**src/core/bus_cmd_pkg.sv**
```systemverilog
// package: cycle-type codes, states and timing counts for the bus command controller
package bus_cmd_pkg;
	// decoded bus-cycle types, {qualifier, status1, status0}
	localparam logic [2:0] CYC_INTA = 3'h0;
	localparam logic [2:0] CYC_IO_RD = 3'h1;
	localparam logic [2:0] CYC_IO_WR = 3'h2;
	localparam logic [2:0] CYC_IDLE0 = 3'h3;
	localparam logic [2:0] CYC_HALT = 3'h4;
	localparam logic [2:0] CYC_MEM_RD = 3'h5;
	localparam logic [2:0] CYC_MEM_WR = 3'h6;
	localparam logic [2:0] CYC_IDLE1 = 3'h7;
	// command output bit positions
	localparam int CMD_INTA_BIT = 0;
	localparam int CMD_IORD_BIT = 1;
	localparam int CMD_IOWR_BIT = 2;
	localparam int CMD_MRD_BIT = 3;
	localparam int CMD_MWR_BIT = 4;
	localparam int CMD_W = 5;
	localparam logic [4:0] CMD_NONE = 5'h00;
	// compatible mode holds the command one extra phase (two clocks) before it may start
	localparam logic [1:0] LEGACY_WAIT = 2'h1;
	localparam logic [1:0] SHORT_WAIT = 2'h0;
	localparam logic [1:0] WAIT_RESET = 2'h0;
	typedef enum logic [3:0] {
		ST_IDLE = 4'b0001,
		ST_STATUS = 4'b0010,
		ST_DELAY = 4'b0100,
		ST_CMD = 4'b1000
	} cyc_state_e;
endpackage

```
**src/core/bus_cycle_command_control.sv**
```systemverilog
// bus command controller front end: cycle decode, enable latch, command delay
module bus_cycle_command_control (
	input wire logic CLOCK_I,
	input wire logic RST_N_I,
	input wire logic CYCLE_STATUS_BIT0_N_I,
	input wire logic CYCLE_STATUS_BIT1_N_I,
	input wire logic MEM_IO_SEL_I,
	input wire logic TIMING_MODE_STRAP_I,
	input wire logic CYCLE_ENABLE_LATCHED_I,
	input wire logic COMMAND_DELAY_IN_I,
	input wire logic READY_N_I,
	output logic INTA_CMD_N_O,
	output logic IO_READ_CMD_N_O,
	output logic IO_WRITE_CMD_N_O,
	output logic MEM_READ_CMD_N_O,
	output logic MEM_WRITE_CMD_N_O,
	output logic CYCLE_ACTIVE_O
);
	// =====================================================
	// input synchronisers
	// pins are asynchronous to our clock, so all pass two flops
	logic [6:0] sync1_reg;
	logic [6:0] sync2_reg;
	always_ff @(posedge CLOCK_I) begin
		if (!RST_N_I) begin
			sync1_reg <= 7'h03;
			sync2_reg <= 7'h03;
		end else begin
			sync1_reg <= {READY_N_I, COMMAND_DELAY_IN_I, CYCLE_ENABLE_LATCHED_I,
				TIMING_MODE_STRAP_I, MEM_IO_SEL_I, CYCLE_STATUS_BIT1_N_I,
				CYCLE_STATUS_BIT0_N_I};
			sync2_reg <= sync1_reg;
		end
	end
	logic s0_n;
	logic s1_n;
	logic mio;
	logic mode;
	logic cen;
	logic dly;
	logic rdy_n;
	assign s0_n = sync2_reg[0];
	assign s1_n = sync2_reg[1];
	assign mio = sync2_reg[2];
	assign mode = sync2_reg[3];
	assign cen = sync2_reg[4];
	assign dly = sync2_reg[5];
	assign rdy_n = sync2_reg[6];

	// =====================================================
	// processor-phase enable: cycles start on falling clock edges,
	// modelled as a divide-by-two phase pulse on our clock
	logic phase_reg;
	logic fall_en;
	always_ff @(posedge CLOCK_I) begin
		if (!RST_N_I) begin
			phase_reg <= 1'b0;
		end else begin
			phase_reg <= ~phase_reg;
		end
	end
	assign fall_en = phase_reg;

	// =====================================================
	// mode strap: caught once after reset release, since it never changes
	logic mode_reg;
	logic mode_arm_reg;
	logic mode_valid_reg;
	always_ff @(posedge CLOCK_I) begin
		if (!RST_N_I) begin
			mode_reg <= 1'b0;
			mode_arm_reg <= 1'b0;
			mode_valid_reg <= 1'b0;
		end else if (!mode_valid_reg && fall_en) begin
			// first pulse still sees the synchroniser's reset value, so wait one more
			mode_arm_reg <= 1'b1;
			if (mode_arm_reg) begin
				mode_reg <= mode;
				mode_valid_reg <= 1'b1;
			end
		end
	end

	// =====================================================
	// cycle decode
	logic [2:0] code;
	logic start;
	assign code = {mio, s1_n, s0_n};
	// either status low starts a cycle
	assign start = fall_en && mode_valid_reg && (!s0_n || !s1_n);

	logic [4:0] cmd_sel;
	always_comb begin
		cmd_sel = bus_cmd_pkg::CMD_NONE;
		case (code)
			bus_cmd_pkg::CYC_INTA: cmd_sel[bus_cmd_pkg::CMD_INTA_BIT] = 1'b1;
			bus_cmd_pkg::CYC_IO_RD: cmd_sel[bus_cmd_pkg::CMD_IORD_BIT] = 1'b1;
			bus_cmd_pkg::CYC_IO_WR: cmd_sel[bus_cmd_pkg::CMD_IOWR_BIT] = 1'b1;
			bus_cmd_pkg::CYC_MEM_RD: cmd_sel[bus_cmd_pkg::CMD_MRD_BIT] = 1'b1;
			bus_cmd_pkg::CYC_MEM_WR: cmd_sel[bus_cmd_pkg::CMD_MWR_BIT] = 1'b1;
			default: cmd_sel = bus_cmd_pkg::CMD_NONE;
		endcase
	end

	// =====================================================
	// cycle state machine
	bus_cmd_pkg::cyc_state_e state_reg;
	bus_cmd_pkg::cyc_state_e state_next;
	logic [4:0] type_reg;
	logic en_reg;
	logic [1:0] wait_reg;
	logic [4:0] cmd_reg;
	logic [4:0] cmd_n_reg;

	always_comb begin
		state_next = state_reg;
		case (state_reg)
			bus_cmd_pkg::ST_IDLE: begin
				if (start) begin
					state_next = bus_cmd_pkg::ST_STATUS;
				end
			end
			bus_cmd_pkg::ST_STATUS: begin
				if (fall_en) begin
					state_next = bus_cmd_pkg::ST_DELAY;
				end
			end
			bus_cmd_pkg::ST_DELAY: begin
				// ready during delay ends cycle, no command
				if (fall_en && !rdy_n && wait_reg == bus_cmd_pkg::WAIT_RESET) begin
					state_next = bus_cmd_pkg::ST_IDLE;
				end else if (fall_en && en_reg && !dly &&
						wait_reg == bus_cmd_pkg::WAIT_RESET) begin
					state_next = bus_cmd_pkg::ST_CMD;
				end
			end
			bus_cmd_pkg::ST_CMD: begin
				if (fall_en && !rdy_n) begin
					state_next = bus_cmd_pkg::ST_IDLE;
				end
			end
			default: state_next = bus_cmd_pkg::ST_IDLE;
		endcase
	end

	always_ff @(posedge CLOCK_I) begin
		if (!RST_N_I) begin
			state_reg <= bus_cmd_pkg::ST_IDLE;
		end else begin
			state_reg <= state_next;
		end
	end

	// cycle type captured at start
	always_ff @(posedge CLOCK_I) begin
		if (!RST_N_I) begin
			type_reg <= bus_cmd_pkg::CMD_NONE;
		end else if (state_reg == bus_cmd_pkg::ST_IDLE && start) begin
			type_reg <= cmd_sel;
		end
	end

	// enable latched at end of status state
	always_ff @(posedge CLOCK_I) begin
		if (!RST_N_I) begin
			en_reg <= 1'b0;
		end else if (state_reg == bus_cmd_pkg::ST_STATUS && fall_en) begin
			en_reg <= cen;
		end
	end

	// compatible timing inserts one extra phase before command
	always_ff @(posedge CLOCK_I) begin
		if (!RST_N_I) begin
			wait_reg <= bus_cmd_pkg::WAIT_RESET;
		end else if (state_reg == bus_cmd_pkg::ST_STATUS && fall_en) begin
			wait_reg <= mode_reg ? bus_cmd_pkg::LEGACY_WAIT : bus_cmd_pkg::SHORT_WAIT;
		end else if (state_reg == bus_cmd_pkg::ST_DELAY && fall_en &&
				wait_reg != bus_cmd_pkg::WAIT_RESET) begin
			wait_reg <= wait_reg - 2'h1;
		end
	end

	// command only in command state with enable latched high
	always_ff @(posedge CLOCK_I) begin
		if (!RST_N_I) begin
			cmd_reg <= bus_cmd_pkg::CMD_NONE;
			cmd_n_reg <= ~bus_cmd_pkg::CMD_NONE;
		end else if (state_next == bus_cmd_pkg::ST_CMD && en_reg) begin
			cmd_reg <= type_reg;
			cmd_n_reg <= ~type_reg;
		end else begin
			cmd_reg <= bus_cmd_pkg::CMD_NONE;
			cmd_n_reg <= ~bus_cmd_pkg::CMD_NONE;
		end
	end

	always_ff @(posedge CLOCK_I) begin
		if (!RST_N_I) begin
			CYCLE_ACTIVE_O <= 1'b0;
		end else begin
			CYCLE_ACTIVE_O <= (state_next != bus_cmd_pkg::ST_IDLE);
		end
	end

	// active-low copies kept in flops so the pins see no gate after the register
	assign INTA_CMD_N_O = cmd_n_reg[bus_cmd_pkg::CMD_INTA_BIT];
	assign IO_READ_CMD_N_O = cmd_n_reg[bus_cmd_pkg::CMD_IORD_BIT];
	assign IO_WRITE_CMD_N_O = cmd_n_reg[bus_cmd_pkg::CMD_IOWR_BIT];
	assign MEM_READ_CMD_N_O = cmd_n_reg[bus_cmd_pkg::CMD_MRD_BIT];
	assign MEM_WRITE_CMD_N_O = cmd_n_reg[bus_cmd_pkg::CMD_MWR_BIT];

	// =====================================================
	// assertions
	// command released after ready
	ready_release_a: assert property (@(posedge CLOCK_I) disable iff (!RST_N_I)
		(state_reg == bus_cmd_pkg::ST_CMD && fall_en && !rdy_n) |=> cmd_reg == 5'h00)
		else $error("command still active after ready");
	disabled_quiet_a: assert property (@(posedge CLOCK_I) disable iff (!RST_N_I)
		!en_reg && state_reg == bus_cmd_pkg::ST_DELAY |=> cmd_reg == 5'h00)
		else $error("command issued on disabled cycle");
	delay_hold_a: assert property (@(posedge CLOCK_I) disable iff (!RST_N_I)
		(state_reg == bus_cmd_pkg::ST_DELAY && fall_en && dly) |=>
			state_reg != bus_cmd_pkg::ST_CMD)
		else $error("command not held by delay input");
	delay_go_a: assert property (@(posedge CLOCK_I) disable iff (!RST_N_I)
		(state_reg == bus_cmd_pkg::ST_DELAY && fall_en && !dly && rdy_n && en_reg &&
			wait_reg == 2'h0) |=> ##1 cmd_reg == type_reg)
		else $error("command not enabled after delay low");
	delay_ready_a: assert property (@(posedge CLOCK_I) disable iff (!RST_N_I)
		(state_reg == bus_cmd_pkg::ST_DELAY && fall_en && !rdy_n && wait_reg == 2'h0) |=>
			state_reg == bus_cmd_pkg::ST_IDLE)
		else $error("cycle not ended by ready during delay");
	cycle_start_a: assert property (@(posedge CLOCK_I) disable iff (!RST_N_I)
		(state_reg == bus_cmd_pkg::ST_IDLE && start) |=> state_reg == bus_cmd_pkg::ST_STATUS)
		else $error("cycle start missed");
	cmd_onehot_a: assert property (@(posedge CLOCK_I) disable iff (!RST_N_I)
		$onehot0(cmd_reg))
		else $error("more than one command active");
	enable_latch_a: assert property (@(posedge CLOCK_I) disable iff (!RST_N_I)
		(state_reg == bus_cmd_pkg::ST_STATUS && fall_en) |=> en_reg == $past(cen))
		else $error("cycle enable not latched");
	// compatible mode waits one extra phase
	legacy_wait_a: assert property (@(posedge CLOCK_I) disable iff (!RST_N_I)
		(state_reg == bus_cmd_pkg::ST_STATUS && fall_en && mode_reg) |=> wait_reg == 2'h1)
		else $error("compatible wait not loaded");
	// io cycle never drives memory commands
	io_space_a: assert property (@(posedge CLOCK_I) disable iff (!RST_N_I)
		(state_reg == bus_cmd_pkg::ST_IDLE && start && !mio) |=> type_reg[4:3] == 2'h0)
		else $error("io cycle selected memory command");
	mem_read_c: cover property (@(posedge CLOCK_I) cmd_reg[bus_cmd_pkg::CMD_MRD_BIT]);
	io_write_c: cover property (@(posedge CLOCK_I) cmd_reg[bus_cmd_pkg::CMD_IOWR_BIT]);
	abort_c: cover property (@(posedge CLOCK_I) state_reg == bus_cmd_pkg::ST_DELAY &&
		fall_en && !rdy_n);
endmodule

```
**config.mk**
```make
export PLATFORM = sky130hd
export DESIGN_NAME = bus_cycle_command_control
export DESIGN_NICKNAME = d
export VERILOG_FILES = /design/src/core/bus_cmd_pkg.sv /design/src/core/bus_cycle_command_control.sv
export SDC_FILE = /design/constraint.sdc
export NUM_CORES = 1
export LEC_CHECK = 0
export BUFFER_PORTS_ARGS = -buffer_cell sky130_fd_sc_hd__buf_2
export CORE_MARGIN = 2
export CORE_UTILIZATION = 50
export CTS_CLUSTER_DIAMETER = 80
export DETAILED_ROUTE_END_ITERATION = 16
export PLACE_DENSITY_LB_ADDON = 0.3
export SLEW_MARGIN = 20
export SYNTH_ARGS = -nofsm -noshare
export SYNTH_HDL_FRONTEND = slang
export SYNTH_SLANG_ARGS = --single-unit
export TNS_END_PERCENT = 30
```
**constraint.sdc**
```tcl
create_clock -name CLOCK_I -period 1.79 [get_ports CLOCK_I]
set_input_delay 0.358 -clock CLOCK_I [delete_from_list [all_inputs] [get_ports CLOCK_I]]
set_output_delay 0.358 -clock CLOCK_I [all_outputs]
set_load 0.005 [all_outputs]
```
==> metrics.txt <==
maximum VDD drop 754 µV; setup repair bufs after CTS 0; Post-CTS Hold Buffers 0; gp weighted congestion 0.773; Yosys top cell area share 56.3%; via count 899; crit path DAT 1820 ps; Post-Route WL 2090 µm; post-synth top area cell dfxtp_1; IO Count 15; synth top area cells dfxtp_1, and2_1, mux2i_1; largest net degree at the start of global routing 18; placed inst area 0.00140 mm²; Synth Area per Inst 10.2 µm²; Setup TNS 0 ps; Remaining Overflow, GRT 0; synth unique cells 30; element type at the critical path end register; Highest Clock Rate 0.618 GHz; most frequent cells after synthesis dfxtp_1, and2_1, inv_1; die height 54.6 µm; yosys warns 0; Rows 18; area grow syn2layout 13.5%; Core Region 0.00245 mm²; Max clock buf depth 2; unrepaired setup endpoints after global routing false; Final Cycle Share 90.4%; CTS tree yes; Clock Latency Late Sink 330 ps; Hold Vio Cnt, Final 0; Fin Hold WS 197 ps; sequential element share of the synthesized area 56.3%; Synth Net Count 136; P_leak 0.609 nW; Mapped Area 0.00128 mm²; H-tree depth 2; initial antenna violation count 0; async set or reset register ratio after synthesis 0%; Nets 157; minimum clock period 1620 ps; count leader, synth dfxtp_1; fin. max-slew vios 0; Routed Antenna Nets 0; IO Port Bufs 14; gr usage total 17.5%; Num CTS Buffers 5; first-pass GRT wire length 3460 µm; Slew headroom 68.8%; Hold Path Class input pin to register; DR WL/cell 11.8 µm; status finished clean; max_cap viols 0; full die area 0.00298 mm²; Setup Crit Path Kind register to register; RR Startpoint wait_reg[0]; CTS Root Buffer Type clkbuf_4; Setup Skew 7.72 ps; critical path fanouts, max 5; Top FF cell, synth dfxtp_1; critical path startpoint wait_reg[0]; Post-synth EDFFs 0; worst hold start CYCLE_STATUS_BIT1_N_I; required time of the critical path 1990 ps; Final setup viols 0; drt via density 5.08; die width 54.6 µm; post-route cell area 0.00145 mm²; n_diodes 0; Clk pin slew, worst setup/hold paths 100 ps; number of synthesized register bits 36; HPWL after detailed placement 1450 µm; Initial Util 52.1%; drt drc 0; Post-Synthesis Cells 126; Tightest Pin Transition 467 ps; PwrDens 871 mW/mm²; share of layout cells above drive strength 1 18.4%; vias in the first global route 875; clk sinks 36; CP startpoint kind register; DR pass1 iterations 4; First DRT Iteration DRCs 7
-- cells in the final DEF (no fill, tap or decap) --
master / count
nor4b_2: 1
xor2_1: 1
or4b_1: 3
and3_1: 2
nand3_1: 6
clkbuf_1: 1
a21oi_1: 8
nor2b_1: 3
clkinv_2: 1
and4b_1: 1
a221oi_4: 1
buf_4: 2
nand2_1: 7
xnor2_1: 1
o21ai_0: 2
nand4_1: 1
a21o_1: 1
mux2i_1: 5
or2b_1: 1
inv_1: 10
nor2_1: 9
dfxtp_1: 36
nand2b_1: 4
clkbuf_4: 5
ha_1: 1
a22oi_1: 1
o211ai_1: 2
or3_1: 1
nor3_1: 3
and2_1: 10
buf_2: 14
or3b_2: 1
nand3_4: 1
and4b_4: 1
-- metal layers --
| layer | wire, µm | vias up | GRT usage [%] |
|---|---|---|---|
| met2 | 969 | 20 | 28.0 |
| met1 | 967 | 407 | 18.0 |
| met3 | 130 | 4 | 10.7 |
| li1 | - | 468 | - |
| met4 | 20 | 0 | 7.92 |
| met5 | 0 | - | 0 |
-- per-stage QoR --
stage	utilization, %	setup WS (ps)	cells	power [mW]
CTS	58.7	133	177	1.28
detailed placement	56.8	167	170	0.899
global placement	56.8	222	170	0.896
global route	59.2	36.8	177	1.33
floorplan	-	346	126	0.877
finish	59.2	172	177	1.27
-- repair_timing --
item	CTS	global route
setup endpoints to repair	0	2
gates resized for setup	0	1
hold endpoints to repair	0	0
-- critical path, cell delays in order, from the launching register on --
cell	delay (ps)
dfxtp_1	310
inv_1	80
ha_1	190
and4b_1	210
a22oi_1	120
nor4b_2	450
nand3_1	140
-- final cells by class --
cell class                 count  area, µm²
tap                           30       37.5
fill                         220       1000
clock buffer                   6       41.3
inverter                      10       37.5
timing repair buffer          16       85.1
clock inverter                 1       5.00
multi-input combinational     78        526
sequential                    36        721
-- cell families after synthesis --
group | count (synthesis) | synth area share [%]
simple gates | 55 | 26.5
flops | 36 | 56.3
compound gates | 15 | 7.43
buf+inv | 12 | 3.52
mux | 5 | 3.91
xor+xnor | 2 | 1.37
fa+ha+maj | 1 | 0.977
-- report_power, final --
part	internal (mW)	switching [mW]
Clock	0.145	0.241
Sequential	0.820	0.0118
Combinational	0.0244	0.0234
Total	0.989	0.276
-- path summary, 6_finish.rpt --
check / to / slack [ps] / depth (start not counted)
worst min register to register: cmd_n_reg[2] / 400 / 1
worst max register to register: cmd_n_reg[3] / 170 / 6
worst min-delay path: sync1_reg[1] / 200 / 2
worst max-delay path: cmd_n_reg[3] / 170 / 6
Power figures use the tool's default switching activity.
